## config.mk

```make
export PLATFORM = sky130hd
export DESIGN_NAME = tbw_window
export DESIGN_NICKNAME = d
export VERILOG_FILES = /design/src/hdl/tbw_pkg.sv /design/src/hdl/tbw_window.sv
export SDC_FILE = /design/constraint.sdc
export NUM_CORES = 1
export LEC_CHECK = 0
export BUFFER_PORTS_ARGS = -buffer_cell sky130_fd_sc_hd__buf_2
export CORE_UTILIZATION = 45
export DETAILED_ROUTE_END_ITERATION = 7
export PLACE_DENSITY = 0.72
export SYNTH_ARGS = -nofsm -noshare
export SYNTH_HDL_FRONTEND = slang
export SYNTH_SLANG_ARGS = --single-unit
```

## constraint.sdc

```tcl
create_clock -name clk_sys -period 4.65 [get_ports clk_sys]
set_input_delay 0.465 -clock clk_sys [delete_from_list [all_inputs] [get_ports clk_sys]]
set_output_delay 0.465 -clock clk_sys [all_outputs]
set_load 0.01 [all_outputs]
```

## src/hdl/tbw_pkg.sv

```systemverilog
package tbw_pkg;
   localparam logic [7:0] PTR_ADDR = 8'hfd;
   localparam logic [7:0] PTR_RESET = 8'h00;
   localparam logic [3:0] BANK_NORMAL = 4'h0;
   localparam logic [3:0] BANK_TIMER = 4'hd;
   localparam logic [3:0] BANK_SPARE = 4'hf;
   localparam logic [3:0] OFS_CTRL0 = 4'h0;
   localparam logic [3:0] OFS_CTRL1 = 4'h1;
   localparam logic [3:0] OFS_CTRL2 = 4'h2;
   localparam logic [3:0] OFS_BYTE_LOW_HOLD = 4'h4;
   localparam logic [3:0] OFS_BYTE_HIGH_HOLD = 4'h5;
   localparam logic [3:0] OFS_WORD_HOLD_LOW = 4'h6;
   localparam logic [3:0] OFS_WORD_HOLD_HIGH = 4'h7;
   localparam logic [3:0] OFS_WORD_CAP_LOW = 4'h8;
   localparam logic [3:0] OFS_WORD_CAP_HIGH = 4'h9;
   localparam logic [3:0] OFS_BYTE_CAP_LOW = 4'ha;
   localparam logic [3:0] OFS_BYTE_CAP_HIGH = 4'hb;
   localparam int RUN_BIT = 7;
   localparam logic [7:0] REG_RESET = 8'h00;
   typedef enum logic [1:0] {
      TBW_SRC_FILE = 2'b00,
      TBW_SRC_BANK = 2'b01,
      TBW_SRC_PORT = 2'b11
   } tbw_src_t;
endpackage

```

## src/hdl/tbw_window.sv

```systemverilog
`timescale 1ns/1ps
`default_nettype none
// Summary of operation
// - Pointer upper nibble selects 16-byte working group.
// - Pointer lower nibble selects bank; 0,F,D exist.
// - Bank zero maps to ordinary register file.
// - Nonzero bank replaces lowest sixteen registers.
// - Pointer at 253; D maps controls, 0 ports.
// - High capture loads byte count while high.
// - Low capture loads byte count while low.
// - Word capture high byte at D 09.
// - Word capture low byte at D 08.
// - Word hold high 07, low 06, RW.
// - Byte hold high 05, low 04, RW.
// - Run bit starts, stops, reads timer state.
module tbw_window (
   input wire logic clk_sys,
   input wire logic rst,
   input wire logic acc_en,
   input wire logic acc_wr,
   input wire logic acc_short,
   input wire logic [7:0] acc_addr,
   input wire logic [7:0] acc_wdata,
   output logic [7:0] acc_rdata,
   output logic [7:0] file_addr,
   output logic file_sel,
   output logic [1:0] port_sel,
   output logic port_hit,
   input wire logic [7:0] file_rdata,
   input wire logic [7:0] port_rdata,
   input wire logic byte_cap_high_stb,
   input wire logic byte_cap_low_stb,
   input wire logic [7:0] byte_count,
   input wire logic word_cap_stb,
   input wire logic [15:0] word_count,
   input wire logic [7:0] ctrl1_rdata,
   input wire logic [7:0] ctrl2_rdata,
   output logic [7:0] work_group_pointer,
   output logic [7:0] timer_control_zero,
   output logic byte_timer_run_bit,
   output logic [15:0] word_hold,
   output logic [7:0] byte_hold_high_field,
   output logic [7:0] byte_hold_low_field,
   output logic ctrl1_wr,
   output logic ctrl2_wr
);
   logic [7:0] ptr_q;
   logic [7:0] ctrl0_q;
   logic [7:0] bcap_hi_q, bcap_lo_q, wcap_hi_q, wcap_lo_q;
   logic [7:0] whold_hi_q, whold_lo_q, bhold_hi_q, bhold_lo_q;
   logic [7:0] eff_addr;
   logic [3:0] bank;
   logic bank_hit;
   logic wr_en;

   always_comb begin
      if (acc_short) begin
         eff_addr = {ptr_q[7:4], acc_addr[3:0]};
      end else begin
         eff_addr = acc_addr;
      end
   end

   assign bank = ptr_q[3:0];
   // Low sixteen registers swapped out for a nonzero bank.
   assign bank_hit = (bank != tbw_pkg::BANK_NORMAL) && (eff_addr[7:4] == 4'h0);
   assign wr_en = acc_en && acc_wr;

   // Bank zero passes through; low four registers are the ports.
   assign port_hit = acc_en && !bank_hit && (eff_addr[7:2] == 6'h00);
   assign port_sel = eff_addr[1:0];
   assign file_sel = acc_en && !bank_hit && !port_hit && (eff_addr != tbw_pkg::PTR_ADDR);
   assign file_addr = eff_addr;

   always_ff @(posedge clk_sys or posedge rst) begin
      if (rst) begin
         ptr_q <= tbw_pkg::PTR_RESET;
      end else if (wr_en && eff_addr == tbw_pkg::PTR_ADDR) begin
         ptr_q <= acc_wdata;
      end
   end

   function automatic logic bwr(input logic [3:0] ofs);
      bwr = wr_en && bank_hit && bank == tbw_pkg::BANK_TIMER && eff_addr[3:0] == ofs;
   endfunction

   // Run bit written directly by software.
   always_ff @(posedge clk_sys or posedge rst) begin
      if (rst) begin
         ctrl0_q <= tbw_pkg::REG_RESET;
      end else if (bwr(tbw_pkg::OFS_CTRL0)) begin
         ctrl0_q <= acc_wdata;
      end
   end
   assign ctrl1_wr = bwr(tbw_pkg::OFS_CTRL1);
   assign ctrl2_wr = bwr(tbw_pkg::OFS_CTRL2);

   // Hardware capture outranks a software write in the same cycle so no measurement is lost.
   always_ff @(posedge clk_sys or posedge rst) begin
      if (rst) begin
         bcap_hi_q <= tbw_pkg::REG_RESET;
         bcap_lo_q <= tbw_pkg::REG_RESET;
      end else begin
         if (byte_cap_high_stb) begin
            bcap_hi_q <= byte_count;
         end else if (bwr(tbw_pkg::OFS_BYTE_CAP_HIGH)) begin
            bcap_hi_q <= acc_wdata;
         end
         if (byte_cap_low_stb) begin
            bcap_lo_q <= byte_count;
         end else if (bwr(tbw_pkg::OFS_BYTE_CAP_LOW)) begin
            bcap_lo_q <= acc_wdata;
         end
      end
   end

   always_ff @(posedge clk_sys or posedge rst) begin
      if (rst) begin
         wcap_hi_q <= tbw_pkg::REG_RESET;
         wcap_lo_q <= tbw_pkg::REG_RESET;
      end else begin
         if (word_cap_stb) begin
            wcap_hi_q <= word_count[15:8];
         end else if (bwr(tbw_pkg::OFS_WORD_CAP_HIGH)) begin
            wcap_hi_q <= acc_wdata;
         end
         if (word_cap_stb) begin
            wcap_lo_q <= word_count[7:0];
         end else if (bwr(tbw_pkg::OFS_WORD_CAP_LOW)) begin
            wcap_lo_q <= acc_wdata;
         end
      end
   end

   always_ff @(posedge clk_sys or posedge rst) begin
      if (rst) begin
         whold_hi_q <= tbw_pkg::REG_RESET;
         whold_lo_q <= tbw_pkg::REG_RESET;
         bhold_hi_q <= tbw_pkg::REG_RESET;
         bhold_lo_q <= tbw_pkg::REG_RESET;
      end else begin
         if (bwr(tbw_pkg::OFS_WORD_HOLD_HIGH)) begin
            whold_hi_q <= acc_wdata;
         end
         if (bwr(tbw_pkg::OFS_WORD_HOLD_LOW)) begin
            whold_lo_q <= acc_wdata;
         end
         if (bwr(tbw_pkg::OFS_BYTE_HIGH_HOLD)) begin
            bhold_hi_q <= acc_wdata;
         end
         if (bwr(tbw_pkg::OFS_BYTE_LOW_HOLD)) begin
            bhold_lo_q <= acc_wdata;
         end
      end
   end

   // Read mux is combinational, answer in the access cycle.
   always_comb begin
      acc_rdata = 8'h00;
      if (!acc_en) begin
         acc_rdata = 8'h00;
      end else if (eff_addr == tbw_pkg::PTR_ADDR) begin
         acc_rdata = ptr_q;
      end else if (bank_hit) begin
         // Unimplemented banks, F included, read as zero in their low window.
         if (bank == tbw_pkg::BANK_TIMER) begin
            case (eff_addr[3:0])
               tbw_pkg::OFS_CTRL0: acc_rdata = ctrl0_q;
               tbw_pkg::OFS_CTRL1: acc_rdata = ctrl1_rdata;
               tbw_pkg::OFS_CTRL2: acc_rdata = ctrl2_rdata;
               tbw_pkg::OFS_BYTE_LOW_HOLD: acc_rdata = bhold_lo_q;
               tbw_pkg::OFS_BYTE_HIGH_HOLD: acc_rdata = bhold_hi_q;
               tbw_pkg::OFS_WORD_HOLD_LOW: acc_rdata = whold_lo_q;
               tbw_pkg::OFS_WORD_HOLD_HIGH: acc_rdata = whold_hi_q;
               tbw_pkg::OFS_WORD_CAP_LOW: acc_rdata = wcap_lo_q;
               tbw_pkg::OFS_WORD_CAP_HIGH: acc_rdata = wcap_hi_q;
               tbw_pkg::OFS_BYTE_CAP_LOW: acc_rdata = bcap_lo_q;
               tbw_pkg::OFS_BYTE_CAP_HIGH: acc_rdata = bcap_hi_q;
               default: acc_rdata = 8'h00;
            endcase
         end
      end else if (port_hit) begin
         acc_rdata = port_rdata;
      end else begin
         acc_rdata = file_rdata;
      end
   end

   assign work_group_pointer = ptr_q;
   assign timer_control_zero = ctrl0_q;
   assign byte_timer_run_bit = ctrl0_q[tbw_pkg::RUN_BIT];
   assign word_hold = {whold_hi_q, whold_lo_q};
   assign byte_hold_high_field = bhold_hi_q;
   assign byte_hold_low_field = bhold_lo_q;

   // Pointer written at 253 reads back next cycle.
   a_ptr_write: assert property (@(posedge clk_sys) disable iff (rst)
      wr_en && eff_addr == tbw_pkg::PTR_ADDR |=> ptr_q == $past(acc_wdata))
      else $error("pointer write lost");
   a_bank_zero: assert property (@(posedge clk_sys) disable iff (rst)
      acc_en && ptr_q[3:0] == 4'h0 |-> !bank_hit)
      else $error("bank zero substituted");
   a_bank_swap: assert property (@(posedge clk_sys) disable iff (rst)
      acc_en && ptr_q[3:0] != 4'h0 && eff_addr < 8'h10 |-> !file_sel && !port_hit)
      else $error("low registers not swapped");
   a_group_addr: assert property (@(posedge clk_sys) disable iff (rst)
      acc_short |-> file_addr[7:4] == ptr_q[7:4] && file_addr[3:0] == acc_addr[3:0])
      else $error("group address wrong");
   a_bank_sel: assert property (@(posedge clk_sys) disable iff (rst)
      acc_en && bank_hit && ptr_q[3:0] == 4'hf |-> acc_rdata == 8'h00)
      else $error("bank f not empty");
   a_byte_cap_hi: assert property (@(posedge clk_sys) disable iff (rst)
      byte_cap_high_stb |=> bcap_hi_q == $past(byte_count))
      else $error("high capture missed");
   a_byte_cap_lo: assert property (@(posedge clk_sys) disable iff (rst)
      byte_cap_low_stb |=> bcap_lo_q == $past(byte_count))
      else $error("low capture missed");
   a_word_cap_hi: assert property (@(posedge clk_sys) disable iff (rst)
      word_cap_stb |=> wcap_hi_q == $past(word_count[15:8]))
      else $error("word high capture wrong");
   a_word_cap_lo: assert property (@(posedge clk_sys) disable iff (rst)
      word_cap_stb |=> wcap_lo_q == $past(word_count[7:0]))
      else $error("word low capture wrong");
   a_word_hold: assert property (@(posedge clk_sys) disable iff (rst)
      wr_en && bank_hit && bank == tbw_pkg::BANK_TIMER && eff_addr[3:0] == tbw_pkg::OFS_WORD_HOLD_HIGH
      |=> word_hold[15:8] == $past(acc_wdata))
      else $error("word hold write lost");
   a_byte_hold: assert property (@(posedge clk_sys) disable iff (rst)
      wr_en && bank_hit && bank == tbw_pkg::BANK_TIMER && eff_addr[3:0] == tbw_pkg::OFS_BYTE_LOW_HOLD
      |=> byte_hold_low_field == $past(acc_wdata))
      else $error("byte hold write lost");
   a_run_bit: assert property (@(posedge clk_sys) disable iff (rst)
      wr_en && bank_hit && bank == tbw_pkg::BANK_TIMER && eff_addr[3:0] == tbw_pkg::OFS_CTRL0
      |=> byte_timer_run_bit == $past(acc_wdata[7]))
      else $error("run bit not written");
   a_read_same: assert property (@(posedge clk_sys) disable iff (rst)
      acc_en && !acc_wr && bank_hit && bank == tbw_pkg::BANK_TIMER && eff_addr[3:0] == 4'h5
      |-> acc_rdata == bhold_hi_q)
      else $error("read not same cycle");
   c_bank_d: cover property (@(posedge clk_sys) acc_en && bank == tbw_pkg::BANK_TIMER && bank_hit);
   c_port: cover property (@(posedge clk_sys) port_hit);
   c_cap: cover property (@(posedge clk_sys) word_cap_stb ##1 byte_cap_high_stb);
endmodule
`default_nettype wire

```

# After elaboration in Yosys (flattened, before gate mapping)
# Cells that the tools add are included.
[classes] mux=15 magnitude_cmp=0 mul=0 add_sub_neg=0 shifts=0 eq_ne=13 div_mod_pow=0 n_bitwise=0 n_reduce_logical=30
[ops] operator="$mux W8" n=14
[ops] operator="$pmux W8 S11" n=1
[ops] operator="$eq A4 B4 Y1 const B" n=5
[ops] operator="$logic_and A1 B1 Y1" n=20
[ops] operator="$eq A4 B3 Y1 const B" n=4
[ops] operator="$eq A8 B8 Y1 const B" n=1
[ops] operator="$logic_not A4 Y1" n=2
[ops] operator="$ne A8 B8 Y1 const B" n=1
[ops] operator="$reduce_bool A2 Y1" n=4
[ops] operator="$logic_not A6 Y1" n=1
[ops] operator="$eq A4 B1 Y1 const B" n=1
[ops] operator="$eq A4 B2 Y1 const B" n=1
[ops] operator="$reduce_bool A4 Y1" n=1
[ops] operator="$logic_not A1 Y1" n=2
[totals] latchBits=0 elab_cells=68 register_bits=80 memories=0 romBits=0 out_inout_bits=71 mem_bits_rw=0

# Logic depth before layout (Yosys ltp)
[logic_depth] ltp_word=10 depth_mapped=9

# Least setup slack after synthesis
# Ideal clock, no wire load.
[synth_path] kind="input to output" from="in acc_short" to="out acc_rdata[0]" t_arrival_ps=2257 setup_slack_ps=1928 cell_stages=6 n_path_buf=1 path_cell_list="buf_6 or4_4 o22a_2 nor3_2 a221oi_1 a21oi_1"
[synth_between] elab_chain_cells=10 elab_cells_between_ends=12 cone_classes="1 x eq/ne; 5 x mux; 6 x reduce/logical"
[synth_lines] item="start, declared" line="tbw_window.sv:21" rtl="input wire logic acc_short,"
[synth_lines] item="$mux W8 *" line="tbw_window.sv:57" rtl="if (acc_short) begin"
[synth_lines] item="$logic_not A4 Y1" line="tbw_window.sv:66" rtl="assign bank_hit = (bank != tbw_pkg::BANK_NORMAL) && (eff_addr[7:4] == 4'h0);"
[synth_lines] item="$logic_and A1 B1 Y1" line="tbw_window.sv:66"
[synth_lines] item="$logic_not A1 Y1" line="tbw_window.sv:70" rtl="assign port_hit = acc_en && !bank_hit && (eff_addr[7:2] == 6'h00);"
[synth_lines] item="$logic_and A1 B1 Y1" line="tbw_window.sv:70"
[synth_lines] item="$logic_and A1 B1 Y1 *" line="tbw_window.sv:70"
[synth_lines] item="via port_hit" line="tbw_window.sv:28" rtl="output logic port_hit,"
[synth_lines] item="$mux W8 *" line="tbw_window.sv:182" rtl="end else if (port_hit) begin"
[synth_lines] item="$mux W8 *" line="tbw_window.sv:164" rtl="end else if (bank_hit) begin"
[synth_lines] item="$mux W8 *" line="tbw_window.sv:162" rtl="end else if (eff_addr == tbw_pkg::PTR_ADDR) begin"
[synth_lines] item="$mux W8 *" line="tbw_window.sv:160" rtl="if (!acc_en) begin"
[synth_lines] item="end, declared" line="tbw_window.sv:24" rtl="output logic [7:0] acc_rdata,"
# Mark *: on every way through the listed nets, which the timed path passes. The rest lies on a longest branch.

# Worst setup path after layout
[layout_path] from="reg ptr_q[5], in the netlist work_group_pointer[5]" to="out acc_rdata[3]"
[layout_between] elab_chain_cells=10 elab_cells_between_ends=12 cone_classes="1 x eq/ne; 5 x mux; 6 x reduce/logical"
[layout_lines] item="start, declared" line="tbw_window.sv:47" rtl="logic [7:0] ptr_q;"
[layout_lines] item="start signal, assigned" line="tbw_window.sv:77" rtl="ptr_q <= tbw_pkg::PTR_RESET;"
[layout_lines] item="start signal, assigned" line="tbw_window.sv:79" rtl="ptr_q <= acc_wdata;"
[layout_lines] item="$mux W8 *" line="tbw_window.sv:57"
[layout_lines] item="$logic_not A4 Y1" line="tbw_window.sv:66"
[layout_lines] item="$logic_and A1 B1 Y1" line="tbw_window.sv:66"
[layout_lines] item="$logic_not A1 Y1" line="tbw_window.sv:70"
[layout_lines] item="$logic_and A1 B1 Y1 (2 in a row)" line="tbw_window.sv:70"
[layout_lines] item="$mux W8" line="tbw_window.sv:182"
[layout_lines] item="$mux W8" line="tbw_window.sv:164"
[layout_lines] item="$mux W8 *" line="tbw_window.sv:162"
[layout_lines] item="$mux W8 *" line="tbw_window.sv:160"
# Every way passes the cells marked *; elsewhere a longest branch is shown, timed or not.

==> results.json <==
{
  "yosysMostFrequentCell": "dfrtp_1",
  "dp_hpwl_microns": 10900,
  "setup_violations": 0,
  "crit_required_ns": 4.18,
  "yosysWarnings": 0,
  "crit_type": "flop to primary output",
  "antenna_found_initial": 0,
  "hold_buffers": 0,
  "nNetsFinal": 650,
  "setup_ws_ns": 1.27,
  "clkTransAtPathRegs_ns": 0.08,
  "placed_cell_area_sq_um": 5370,
  "ys_top_cells_by_area": "dfrtp_1 (43%), mux2_2 (13%), mux2i_1 (8.4%), o21ai_0 (5.1%), nand2_1 (3.7%)",
  "start_util_pct": 46.9,
  "vias_per_cell": 5.93,
  "yosysUniqueCellTypes": 58,
  "synth_top_area_share_pct": 43.1,
  "antenna_cells": 0,
  "seq_area_frac_synth_pct": 43.1,
  "cp.arrival_ns": 2.91,
  "syn_avg_cell_area_sq_um": 10.5,
  "synth_top_cell_by_area": "dfrtp_1",
  "synth_area_sq_um": 4640,
  "crit_path_start_kind": "flop",
  "grt_pass1_wl_microns": 22900,
  "period_needed_ns": 3.38,
  "fmax_mhz": 296,
  "post-route-drc-count": 0,
  "slew_viol_final": 0,
  "cts_tree": "yes",
  "status": "finished, final reports clean",
  "port_buffers": 150,
  "postCtsResizedCells": 0,
  "die-area_sq_um": 10700,
  "ant_nets": 0,
  "wirelength_microns": 14600,
  "clockRootBuffer": "clkbuf_8",
  "pin_count": 151,
  "final_util_pct": 56.1,
  "fp.dieH_microns": 104,
  "grt_overflow_total": 0,
  "drt_first_pass_iters": 5,
  "hold_path.class": "primary input to flop",
  "core_sq_um": 9910,
  "synth-async-reset-ratio_pct": 100,
  "wire_per_inst_microns": 20.7,
  "ys.flop_type": "dfrtp_1",
  "rsz0062_at_grt": "no",
  "ys_ff_latch": 80,
  "synth_common_cells": "dfrtp_1 (80), mux2_2 (55), o21ai_0 (47)",
  "worstMarginPinSlew_ns": 1.15,
  "dr.first_iter.drc_count": 405,
  "path_max_fanout": 8,
  "insertion_delay_ns": 0.35,
  "fin_cells": 703,
  "endpoint_kind": "primary output",
  "hold_viol": 0,
  "grt_max_degree": 48,
  "tns_ns": 0,
  "dp.cells": 688,
  "grt_pass1_vias": 4133,
  "syn_nets": 528,
  "fin_area_sq_um": 5560,
  "syn_inst": 444,
  "drv_cap": 0,
  "htree_num_levels": 3,
  "ir_drop_uv": 171,
  "post-route-period-util_pct": 72.7,
  "dp_slack_ns": 1.32,
  "skew_ns": 0.00965,
  "cts_setup_buffers": 0,
  "leakagePower_nw": 2.93,
  "cts_buffers": 9,
  "syn_to_final_growth_pct": 19.7,
  "drive_gt1_share_pct": 41.9,
  "grt_usage_pct": 27.8,
  "p_per_area_nw_per_um2": 261,
  "cts.path.max_buffers": 2,
  "synth_edf_count": 0,
  "row_count": 36,
  "num_vias": 4167,
  "slew_headroom_pct": 22.5,
  "numClockSinks": 80,
  "die_w_microns": 104,
  "gp_congestion": 0.910
}
-- final cells by class --
| class | count | area (sq um) |
|---|---|---|
| flip-flops and latches | 80 | 2000 |
| inverters | 8 | 30.0 |
| fillers | 905 | 4350 |
| multi-input cells | 314 | 2400 |
| clock buffers | 11 | 141 |
| well taps | 133 | 166 |
| clock inverters | 4 | 45.0 |
| repair buffers | 153 | 773 |
-- where the power goes --
group	internal, W	total, W	switching (W)
combinational	0.0000788	0.000212	0.000133
sequential	0.000720	0.000736	0.0000163
clock	0.000257	0.000501	0.000244
total	0.00106	0.00145	0.000393
-- layer usage --
layer	part of all wire [%]	track usage (%)
met5	0	0
met4	2.2	8.39
met3	8.0	6.92
met2	47	44.5
met1	43	37.1
-- critical path: stages (launching register included) --
cell	delay, ns
dfrtp_1	0.45
or4b_1	0.62
o22a_2	0.28
nor3b_1	0.62
o21ai_0	0.25
a21oi_1	0.20
buf_2	0.15
-- per-stage QoR --
step,hold WS (ns),power [W]
floorplan,0.522,0.000871
global placement,0.512,0.000956
detailed placement,0.518,0.000959
CTS,0.313,0.00145
global route,0.329,0.00151
finish,0.323,0.00145
-- state kept, by name (all words and copies together), names as in the netlist --
| signal | flops |
|---|---|
| whold_hi_q | 8 |
| work_group_pointer | 8 |
| bcap_lo_q | 8 |
| wcap_hi_q | 8 |
| wcap_lo_q | 8 |
| whold_lo_q | 8 |
| bcap_hi_q | 8 |
| byte_hold_high_field | 8 |
| timer_control_zero | 8 |
| byte_hold_low_field | 8 |
-- final timing paths --
check                      depth (start not counted)                          startpoint                                  to  slack (ns)
min                                                3                       word_count[0]            wcap_lo_q[0]$_DFFE_PP0P_        0.32
min in group asynchronous                          2                                 rst            wcap_hi_q[6]$_DFFE_PP0P_        0.34
max in group asynchronous                          3                                 rst           whold_hi_q[1]$_DFFE_PP0P_        3.29
max reg2reg                                        5   work_group_pointer[5]$_DFFE_PP0P_   timer_control_zero[6]$_DFFE_PP0P_        1.96
max                                                6   work_group_pointer[5]$_DFFE_PP0P_                        acc_rdata[3]        1.27
min reg2reg                                        1  byte_hold_low_field[0]$_DFFE_PP0P_  byte_hold_low_field[0]$_DFFE_PP0P_        0.53
-- cell usage in the layout, fill, tap and decap left out, types with 2 or more instances in the layout --
| cell type | count |
|---|---|
| inv_1 | 7 |
| a211o_1 | 2 |
| nand4_2 | 3 |
| clkbuf_8 | 10 |
| o22ai_1 | 6 |
| nand2_1 | 46 |
| and3_1 | 2 |
| mux2_2 | 55 |
| o21ai_0 | 47 |
| nor2_2 | 4 |
| mux2i_1 | 39 |
| or4_1 | 2 |
| nand3b_1 | 3 |
| nor3_1 | 3 |
| nand3_1 | 5 |
| o31ai_1 | 2 |
| buf_2 | 150 |
| a22oi_1 | 17 |
| nor2_1 | 5 |
| buf_4 | 3 |
| nand2b_1 | 2 |
| dfrtp_1 | 80 |
| a31oi_1 | 5 |
| clkinv_2 | 3 |
| o211ai_1 | 2 |
| and2_1 | 2 |
| a21oi_1 | 17 |
| a221oi_1 | 12 |
| a311oi_1 | 2 |
| a22o_1 | 2 |
| ha_1 | 4 |
-- kinds of logic (layout without fill, tap and decap cells) --
logic type | Yosys count | after routing | synth area share (%)
and+or+nand+nor | 91 | 91 | 11.5
DFF | 80 | 80 | 43.1
buffers and inverters | 50 | 176 | 5.17
adders and majority gates | 4 | 4 | 1.08
muxes | 94 | 94 | 21.7
AOI/OAI and AO/OA | 125 | 125 | 17.4
No activity file was read; power rests on OpenSTA's default activity.
